## src/rtl/eprom_prog_pkg.sv

```systemverilog
// shared constants for the eprom read and programming controller
package eprom_prog_pkg;
    localparam int ADDR_W = 14;
    localparam int DATA_W = 8;
    localparam int CLK_HZ = 50_000_000;
    localparam int PRIME_US = 1000;
    localparam int PRIME_CYC = (CLK_HZ / 1_000_000) * PRIME_US;
    localparam int SETUP_US = 2;
    localparam int SETUP_CYC = (CLK_HZ / 1_000_000) * SETUP_US;
    localparam int ACCESS_NS = 450;
    localparam int ACCESS_CYC =
        (ACCESS_NS * (CLK_HZ / 1_000_000) + 999) / 1000;
    localparam int MAX_PRIME = 25;
    localparam int FINAL_MULT = 3;
    localparam int CNT_W = 24;
    localparam int TRY_W = 5;
    localparam logic [ADDR_W-1:0] ID_PIN_MASK = 14'h0200;
    localparam logic [ADDR_W-1:0] ID_MFG_ADDR = 14'h0000;
    localparam logic [ADDR_W-1:0] ID_DEV_ADDR = 14'h0001;
    localparam logic [1:0] OP_READ = 2'h0;
    localparam logic [1:0] OP_PROG = 2'h1;
    localparam logic [1:0] OP_IDENT = 2'h2;
endpackage

```

## src/rtl/tick_timer.sv

```systemverilog
// loadable down counter giving a one-cycle done pulse
`timescale 1ns/10ps
module tick_timer #(
    parameter int W = 24
) (
    input wire logic clk_i,
    input wire logic nrst_i,
    input wire logic load_i,
    input wire logic [W-1:0] count_i,
    output logic done_o,
    output logic busy_o
);
    typedef struct packed {
        logic [W-1:0] cnt;
        logic busy;
        logic done;
    } tim_t;
    tim_t s_q, s_d;

    always_comb
    begin
        s_d = s_q;
        s_d.done = 1'b0;
        if (load_i)
        begin
            s_d.cnt = count_i;
            s_d.busy = 1'b1;
        end
        else if (s_q.busy)
        begin
            if (s_q.cnt <= W'(1))
            begin
                s_d.busy = 1'b0;
                s_d.done = 1'b1;
            end
            else
            begin
                s_d.cnt = s_q.cnt - W'(1);
            end
        end
    end

    always_ff @(posedge clk_i or negedge nrst_i)
    begin
        if (!nrst_i)
        begin
            s_q <= '0;
        end
        else
        begin
            s_q <= s_d;
        end
    end

    assign done_o = s_q.done;
    assign busy_o = s_q.busy;
endmodule

```

## src/rtl/eprom_prog_ctrl.sv

```systemverilog
// host-side controller driving an eprom's pins for read, id and programming
`timescale 1ns/10ps
module eprom_prog_ctrl
#(
    parameter int PRIME_CYCLES = eprom_prog_pkg::PRIME_CYC
) (
    input wire logic clk_i,
    input wire logic nrst_i,
    input wire logic start_i,
    input wire logic [1:0] op_i,
    input wire logic [eprom_prog_pkg::ADDR_W-1:0] addr_i,
    input wire logic [eprom_prog_pkg::DATA_W-1:0] wdata_i,
    output logic busy_o,
    output logic done_o,
    output logic fail_o,
    output logic parity_err_o,
    output logic [eprom_prog_pkg::DATA_W-1:0] rdata_o,
    output logic [eprom_prog_pkg::ADDR_W-1:0] addr_bus_o,
    input wire logic [eprom_prog_pkg::DATA_W-1:0] byte_pins_i,
    output logic [eprom_prog_pkg::DATA_W-1:0] byte_pins_o,
    output logic byte_pins_oe_o,
    output logic chip_sel_n_o,
    output logic out_gate_n_o,
    output logic burn_strobe_n_o,
    output logic vpp_raise_o,
    output logic id_high_volt_o
);
    import eprom_prog_pkg::*;

    typedef enum logic [3:0] {
        IDLE, SETUP, PULSE, HOLD, VSETUP, VREAD, FINAL, RDSETUP, RDSAMP,
        FINISH
    } st_t;

    typedef struct packed {
        st_t st;
        logic [1:0] op;
        logic [ADDR_W-1:0] addr;
        logic [DATA_W-1:0] wdata;
        logic [DATA_W-1:0] rdata;
        logic [TRY_W-1:0] tries;
        logic final_done;
        logic busy;
        logic done;
        logic fail;
        logic perr;
        logic [ADDR_W-1:0] abus;
        logic [DATA_W-1:0] dout;
        logic doe;
        logic cs_n;
        logic og_n;
        logic pg_n;
        logic vpp;
        logic idv;
    } ctl_t;

    ctl_t s_q, s_d;
    logic tload;
    logic [CNT_W-1:0] tcount;
    logic tdone;

    tick_timer #(.W(CNT_W)) u_timer (
        .clk_i(clk_i),
        .nrst_i(nrst_i),
        .load_i(tload),
        .count_i(tcount),
        .done_o(tdone),
        .busy_o()
    );

    always_comb
    begin
        s_d = s_q;
        tload = 1'b0;
        tcount = '0;
        s_d.done = 1'b0;
        case (s_q.st)
            IDLE:
            begin
                // deselected standby with pins released
                s_d.cs_n = 1'b1;
                s_d.og_n = 1'b1;
                s_d.pg_n = 1'b1;
                s_d.doe = 1'b0;
                s_d.vpp = 1'b0;
                s_d.idv = 1'b0;
                s_d.busy = 1'b0;
                if (start_i)
                begin
                    s_d.op = op_i;
                    s_d.wdata = wdata_i;
                    s_d.tries = '0;
                    s_d.final_done = 1'b0;
                    s_d.fail = 1'b0;
                    s_d.perr = 1'b0;
                    s_d.busy = 1'b1;
                    s_d.cs_n = 1'b0;
                    tload = 1'b1;
                    tcount = CNT_W'(SETUP_CYC);
                    if (op_i == OP_IDENT)
                    begin
                        // other lines low, low bit picks byte
                        s_d.addr = addr_i[0] ? ID_DEV_ADDR : ID_MFG_ADDR;
                        s_d.abus = s_d.addr | ID_PIN_MASK;
                        s_d.idv = 1'b1;
                        s_d.st = RDSETUP;
                    end
                    else if (op_i == OP_PROG)
                    begin
                        s_d.addr = addr_i;
                        s_d.abus = addr_i;
                        s_d.dout = wdata_i;
                        s_d.doe = 1'b1;
                        s_d.vpp = 1'b1;
                        s_d.st = SETUP;
                    end
                    else
                    begin
                        s_d.addr = addr_i;
                        s_d.abus = addr_i;
                        s_d.st = RDSETUP;
                    end
                end
            end
            SETUP:
            begin
                if (tdone)
                begin
                    s_d.pg_n = 1'b0;
                    s_d.tries = s_q.tries + TRY_W'(1);
                    tload = 1'b1;
                    tcount = CNT_W'(PRIME_CYCLES);
                    s_d.st = PULSE;
                end
            end
            PULSE:
            begin
                if (tdone)
                begin
                    s_d.pg_n = 1'b1;
                    tload = 1'b1;
                    tcount = CNT_W'(SETUP_CYC);
                    s_d.st = HOLD;
                end
            end
            HOLD:
            begin
                if (tdone)
                begin
                    s_d.doe = 1'b0;
                    if (s_q.final_done)
                    begin
                        s_d.vpp = 1'b0;
                        s_d.st = RDSETUP;
                        tcount = CNT_W'(SETUP_CYC);
                    end
                    else
                    begin
                        s_d.og_n = 1'b0;
                        s_d.st = VSETUP;
                        tcount = CNT_W'(ACCESS_CYC);
                    end
                    tload = 1'b1;
                end
            end
            VSETUP:
            begin
                if (tdone)
                begin
                    s_d.st = VREAD;
                end
            end
            VREAD:
            begin
                s_d.og_n = 1'b1;
                s_d.rdata = byte_pins_i;
                if (byte_pins_i == s_q.wdata)
                begin
                    s_d.final_done = 1'b1;
                    s_d.st = FINAL;
                    tload = 1'b1;
                    tcount = CNT_W'(SETUP_CYC);
                    s_d.dout = s_q.wdata;
                    s_d.doe = 1'b1;
                end
                else if (s_q.tries >= TRY_W'(MAX_PRIME))
                begin
                    s_d.fail = 1'b1;
                    s_d.st = FINISH;
                end
                else
                begin
                    s_d.dout = s_q.wdata;
                    s_d.doe = 1'b1;
                    tload = 1'b1;
                    tcount = CNT_W'(SETUP_CYC);
                    s_d.st = SETUP;
                end
            end
            FINAL:
            begin
                if (tdone)
                begin
                    s_d.pg_n = 1'b0;
                    tload = 1'b1;
                    tcount = CNT_W'(PRIME_CYCLES * FINAL_MULT
                        * int'(s_q.tries));
                    s_d.st = PULSE;
                end
            end
            RDSETUP:
            begin
                s_d.og_n = 1'b0;
                if (tdone)
                begin
                    tload = 1'b1;
                    tcount = CNT_W'(ACCESS_CYC);
                    s_d.st = RDSAMP;
                end
            end
            RDSAMP:
            begin
                if (tdone)
                begin
                    s_d.rdata = byte_pins_i;
                    if (s_q.op == OP_IDENT)
                    begin
                        s_d.perr = ~(^byte_pins_i);
                    end
                    else if (s_q.op == OP_PROG && byte_pins_i != s_q.wdata)
                    begin
                        s_d.fail = 1'b1;
                    end
                    s_d.og_n = 1'b1;
                    s_d.st = FINISH;
                end
            end
            FINISH:
            begin
                s_d.cs_n = 1'b1;
                s_d.idv = 1'b0;
                s_d.vpp = 1'b0;
                s_d.doe = 1'b0;
                s_d.busy = 1'b0;
                s_d.done = 1'b1;
                s_d.st = IDLE;
            end
            default:
            begin
                s_d.st = IDLE;
            end
        endcase
    end

    always_ff @(posedge clk_i or negedge nrst_i)
    begin
        if (!nrst_i)
        begin
            s_q <= '0;
            s_q.st <= IDLE;
            s_q.cs_n <= 1'b1;
            s_q.og_n <= 1'b1;
            s_q.pg_n <= 1'b1;
        end
        else
        begin
            s_q <= s_d;
        end
    end

    assign busy_o = s_q.busy;
    assign done_o = s_q.done;
    assign fail_o = s_q.fail;
    assign parity_err_o = s_q.perr;
    assign rdata_o = s_q.rdata;
    assign addr_bus_o = s_q.abus;
    assign byte_pins_o = s_q.dout;
    assign byte_pins_oe_o = s_q.doe;
    assign chip_sel_n_o = s_q.cs_n;
    assign out_gate_n_o = s_q.og_n;
    assign burn_strobe_n_o = s_q.pg_n;
    assign vpp_raise_o = s_q.vpp;
    assign id_high_volt_o = s_q.idv;
endmodule

```

## config.mk

```make
export PLATFORM = sky130hd
export DESIGN_NAME = eprom_prog_ctrl
export DESIGN_NICKNAME = d
export VERILOG_FILES = /design/src/rtl/eprom_prog_pkg.sv /design/src/rtl/tick_timer.sv /design/src/rtl/eprom_prog_ctrl.sv
export SDC_FILE = /design/constraint.sdc
export NUM_CORES = 1
export LEC_CHECK = 0
export BUFFER_PORTS_ARGS = -buffer_cell sky130_fd_sc_hd__buf_2
export CORE_UTILIZATION = 45
export DETAILED_ROUTE_END_ITERATION = 7
export PLACE_DENSITY = 0.78
export RECOVER_POWER = 50
export SLEW_MARGIN = 20
export SYNTH_ARGS = -nofsm -noshare
export SYNTH_HDL_FRONTEND = slang
export SYNTH_SLANG_ARGS = --single-unit
```

## constraint.sdc

```tcl
create_clock -name clk_i -period 3.65 [get_ports clk_i]
set_clock_uncertainty 0.2 [all_clocks]
set_input_delay 0.365 -clock clk_i [delete_from_list [all_inputs] [get_ports clk_i]]
set_output_delay 0.365 -clock clk_i [all_outputs]
set_load 0.02 [all_outputs]
```

* After elaboration in Yosys (flattened, before gate mapping)
Index checks and enable logic that the tools add are counted.
** Storage, ports and cells
- Register bits after elaboration :: 100
- Input bits :: 35
- Logic and storage cells :: 168
** Cells by class
- $add $sub $neg :: 2
- Multipliers :: 1
- Magnitude comparators :: 2
- Equality and inequality tests :: 35
- Multiplexer cells :: 75
- Bitwise operators :: 1
- Reductions and logical operators :: 30
** Operators with widths (count)
- $pmux W24 S7 :: 1
- $mux W26 :: 2
- $mux W24 :: 2
- $mux W7 :: 6
- $mux W4 :: 9
- $mux W9 :: 4
- $pmux W4 S8 :: 1
- $pmux W8 S2 :: 2
- $mux W14 :: 2
- $mux W28 :: 1
- $mux W25 :: 1
- $le A24 B1 Y1 const B :: 1
- $ne A2 B2 Y1 const B :: 12
- $sub A24 B1 Y24 const B :: 1
- $mux W23 :: 1
- $mux W1 :: 22
- $mul A14 B5 Y19 const A :: 1
- $eq A4 B3 Y1 const B :: 4
- $mux W16 :: 1
- $reduce_and A3 Y1 :: 5
- $ne A2 B1 Y1 const B :: 7
- $reduce_and A7 Y1 :: 2
- $pmux W1 S3 :: 4
- $reduce_bool A2 Y1 :: 6
- other kinds (28) :: 48

* Logic depth before layout (Yosys ltp)
- Depth in word-level cells :: 6
- Gate-level depth with buffers :: 15

* Cells and area by module
From an unflattened synthesis, not the netlist that was laid out.
** Unflattened totals
- Cell total of the unflattened synthesis :: 702
- Area, all modules :: 6228.5 um2
** Modules (own cells, without submodules)
- eprom_prog_ctrl :: times used 1, cells an instance 516, area each 4566.9 um2, seq. area each 1505.2 um2
- tick_timer :: times used 1, cells an instance 186, area each 1661.6 um2, seq. area each 650.6 um2

* Worst setup path before layout
No wires, ideal clock.
- Kind :: reg2reg
- Start :: register s_q[37] in the netlist's numbering
- End :: register u_timer.s_q[23] in the netlist's numbering
- Library setup time :: 0.101 ns
- Data arrival time :: 3.638 ns
- Required time :: 3.349 ns
- Setup slack :: -0.289 ns
- Stages on the path, launching flop included :: 13
- Path buffers :: 0
- Clock period less this slack :: 3.939 ns
- Cells stage by stage :: dfrtp_1 fa_1 inv_1 fa_1 fa_1 inv_1 ha_1 o211ai_1 o21ai_0 a22oi_1 or4_1 and3_1 o32ai_1
** Between the ends
- Longest elaborated chain between the ends :: 6
- Elaborated cells between the ends (all ways) :: 11
** Ends and longest elaborated chain
- from (decl) :: RTL line eprom_prog_ctrl.sv:57 : ctl_t s_q, s_d;
- parallel branches: the longest is 6 deep, another holds $mul A14 B5 Y19
- to (signal assigned) :: RTL line tick_timer.sv:47 : s_q <= '0;
- to (signal assigned) :: RTL line tick_timer.sv:51 : s_q <= s_d;
- to (decl) :: RTL line tick_timer.sv:18 : tim_t s_q, s_d;
Parallel ways; which one is timed is not known.
A chain may end at the register's enable or synchronous reset.

* Worst setup path after layout
- Start :: register s_q[36] in the netlist's numbering
- End :: register u_timer.s_q[21] in the netlist's numbering
The elaborated chain is that of the path after synthesis.

==> summary.txt <==
Worst setup path
  • WP data arrival: 3.83 ns
  • Startpoint Class: flip-flop
  • Crit-path max FO: 3
  • End of the worst register-to-register path: u_timer.s_q[21]
  • Critical Path, Cell by Cell: fa_1 -> inv_2 -> fa_1 -> fa_1 -> inv_2 -> ha_4 -> o211ai_1 -> o211ai_1 -> a21bo_2 -> a21o_1 -> a311oi_2 -> a21oi_1 -> o22ai_1
  • Worst endpoint required time: 3.70 ns
  • Max incr delay on CP: 0.58 ns
  • Worst path slowest cell: fa_1
  • Reg-to-Reg Start: s_q[36]
  • Most frequent CP cell: fa_1
  • Cells on worst reg2reg path: 13
  • CP Class: flip-flop to flip-flop
  • Reg-to-reg slack, setup: -0.12 ns
  • Crit. End Element: flip-flop

STA
  • Slew @ Worst Pin: 1.23 ns
  • Unrepaired setup endpoints after global routing: true
  • Max-slew violation count: 0
  • # setup viols final: 6
  • Post-route clock period utilization: 103%
  • Setup ws final: -0.125 ns
  • Worst relative slew slack: 17.7%
  • Final hold vios: 0
  • Hold_ws: 0.0200 ns
  • Fmax: 265 MHz
  • Final Critical Period: 3.77 ns

Power
  • Total power: 4.79 mW
  • Power density over the cells: 723 nW/um^2
  • IR drop worst, VDD: 0.000321 V
  • Pleak: 3.06 nW

Clock tree
  • Htree depth: 3
  • Num CTS Buffers: 9
  • Clock latency on the worst-skew pair: 0.34 ns
  • Clock root buffer: clkbuf_16
  • CTS tree: done
  • Clock Tree Buf Depth: 2
  • Clk slew on worst S/H paths: 0.06 ns
  • Clock Sinks: 86

Die
  • Core ar.: 12600 um^2
  • # IOs: 75
  • Starting Density: 46.0%
  • Die height: 116 um
  • Die Footprint: 13400 um^2
  • Die W: 116 um
  • Rows: 41

GRT
  • Vias in the first global route: 4723
  • First-pass GRT wire length: 23300 um
  • Largest net degree at the start of global routing: 52
  • Initial antenna violation count: 0
  • GRT Total Usage: 22.0%
  • GRT overflow: 0

Synth
  • Seq/Total Area, Yosys: 37.1%
  • Post-synthesis async set-or-reset flop share: 100%
  • Syn_nets: 754
  • FF+latch count, synth: 86
  • Yosys warns: 0
  • Post-Syn Area: 5810 um^2
  • Post-synth EDFFs: 0
  • Post-synthesis average cell area: 8.59 um^2
  • Library cells used by synthesis: 61
  • Ys flop type: dfrtp_1
  • Post-Synthesis Cells: 676

Outcome
  • Status: finished, violations left
  • Failing checks: setup timing

Drt
  • Avg WL per Cell: 16.1 um
  • Post-route ant nets: 0
  • Residual DRC: 0
  • Via count: 5142
  • WL final: 14700 um
  • DRT iter0 DRCs: 587
  • Drt via density: 5.64
  • Drt first pass iters: 5

Worst hold path
  • WHS Path Cells: 3
  • Hold endpoint: s_q[54]
  • Hold_sp: addr_i[0]
  • Hold WC Path Type: input pin to flip-flop

Place
  • Hpwl dp: 10200 um
  • GP Congestion: 0.847
  • I/O Buffers: 74
  • Pre-CTS WS: -0.0645 ns

Final layout
  • Nets: 814
  • Share of layout cells above drive strength 1: 16.1%
  • Final core occ: 52.5%
  • Area Growth Syn to Fin: 14.2%
  • Antenna cells: 0

Flow run
  • Number of max-cap violations: 0
through the flow:
| stage | setup TNS, ns | cell area (um^2) | cells |
|---|---|---|---|
| 2_1_floorplan | -0.0885 | 5840 | 676 |
| 3_3_place_gp | -0.0000775 | 6300 | 892 |
| 3_5_place_dp | -0.174 | 6300 | 892 |
| 4_1_cts | -0.156 | 6600 | 909 |
| 5_1_grt | -1.63 | 6630 | 912 |
| 6_report | -0.429 | 6630 | 912 |
layer usage:
layer / part of all wire, % / wire length [um] / GRT usage, % / up-vias
li1: - / - / - / 2473
met3: 5.3 / 780 / 3.40 / 25
met5: 0 / 0 / 0 / -
met2: 48 / 6990 / 34.3 / 200
met4: 1.4 / 211 / 7.69 / 0
met1: 46 / 6690 / 31.2 / 2444
placed cells by master, fill, tap and decap left out, drive strengths merged, types with 4 or more instances in the layout:
| cell | n |
|---|---|
| a22oi | 9 |
| nor2b | 4 |
| fa | 8 |
| dfrtp | 83 |
| or3 | 6 |
| a22o | 6 |
| clkbuf | 51 |
| nor2 | 63 |
| o21ai | 41 |
| and3 | 4 |
| xor2 | 13 |
| buf | 67 |
| o32ai | 4 |
| ha | 35 |
| nor4 | 12 |
| a21o | 5 |
| a31oi | 8 |
| xnor2 | 21 |
| nand2 | 93 |
| a21oi | 44 |
| a221oi | 4 |
| clkinv | 4 |
| o22ai | 6 |
| nand2b | 10 |
| or4 | 6 |
| nand3 | 25 |
| inv | 32 |
| nor3 | 17 |
| mux2 | 9 |
| nand4 | 7 |
final cells by class:
class | count | area [um^2]
multi-input cells | 499 | 3290
repair buffers | 108 | 582
clock inverters | 4 | 23.8
inverters | 32 | 120
well taps | 172 | 215
flip-flops and latches | 86 | 2160
clock buffers | 11 | 243
fillers | 1201 | 5990
kinds of logic after synthesis:
group	Yosys count	share of synthesized area [%]
and+or+nand+nor	256	20.4
AOI/OAI and AO/OA	155	17.0
buffers and inverters	91	7.99
DFF	86	37.1
adders and majority gates	43	10.3
xor gates and xnor gates	34	5.13
muxes	11	2.09
cells in the mapped netlist (9+ instances only):
library cell | number | share of area [%]
nand3_1 | 25 | 2.2
nand2b_1 | 10 | 1.1
clkbuf_1 | 22 | 1.4
nor3_1 | 17 | 1.5
o21ai_0 | 36 | 3.1
inv_1 | 31 | 2.0
nor2_1 | 63 | 4.1
nand2_1 | 93 | 6.0
xor2_1 | 13 | 2.0
xnor2_1 | 21 | 3.2
a22oi_1 | 9 | 1.2
mux2_2 | 9 | 1.7
buf_4 | 30 | 3.9
nor4_1 | 12 | 1.3
ha_1 | 35 | 7.5
dfrtp_1 | 83 | 36
a21oi_1 | 44 | 3.8
what timing repair did:
item	4_1_cts	5_1_grt
setup buffers	1	3
hold endpoints to repair	46	0
pin swaps	5	12
setup endpoints to repair	7	12
resized for setup	3	19
hold buffers	1	0
flip-flops by register name (all words and copies together) (netlist names):
name,count
parity_err_o,1
out_gate_n_o,1
fail_o,1
burn_strobe_n_o,1
addr_bus_o,2
u_timer.busy_o,1
id_high_volt_o,1
done_o,1
rdata_o,8
u_timer.done_o,1
s_q,32
vpp_raise_o,1
busy_o,1
byte_pins_o,8
chip_sel_n_o,1
u_timer.s_q,24
byte_pins_oe_o,1
report_power, final:
group / total, mW / internal (mW) / switching [mW]
Clock: 0.838 / 0.473 / 0.365
Combinational: 2.27 / 0.830 / 1.44
Sequential: 1.69 / 1.34 / 0.347
critical path: cells and delay by family, from the launching register on:
kind / cells / cell delay (ns)
compound gates: 7 / 1.21
fa+ha+maj: 4 / 1.77
buf+inv: 2 / 0.10
flops: 1 / 0.41
worst max-delay path by stage:
stage / from / endpoint
after floorplan: s_q[36] / u_timer.s_q[23]
after global placement: s_q[36] / u_timer.s_q[21]
after detailed placement: s_q[36] / u_timer.s_q[21]
after CTS: s_q[36] / u_timer.s_q[21]
after global routing: s_q[36] / u_timer.s_q[17]
final: s_q[36] / u_timer.s_q[21]
(Power assumes the default switching activity.)
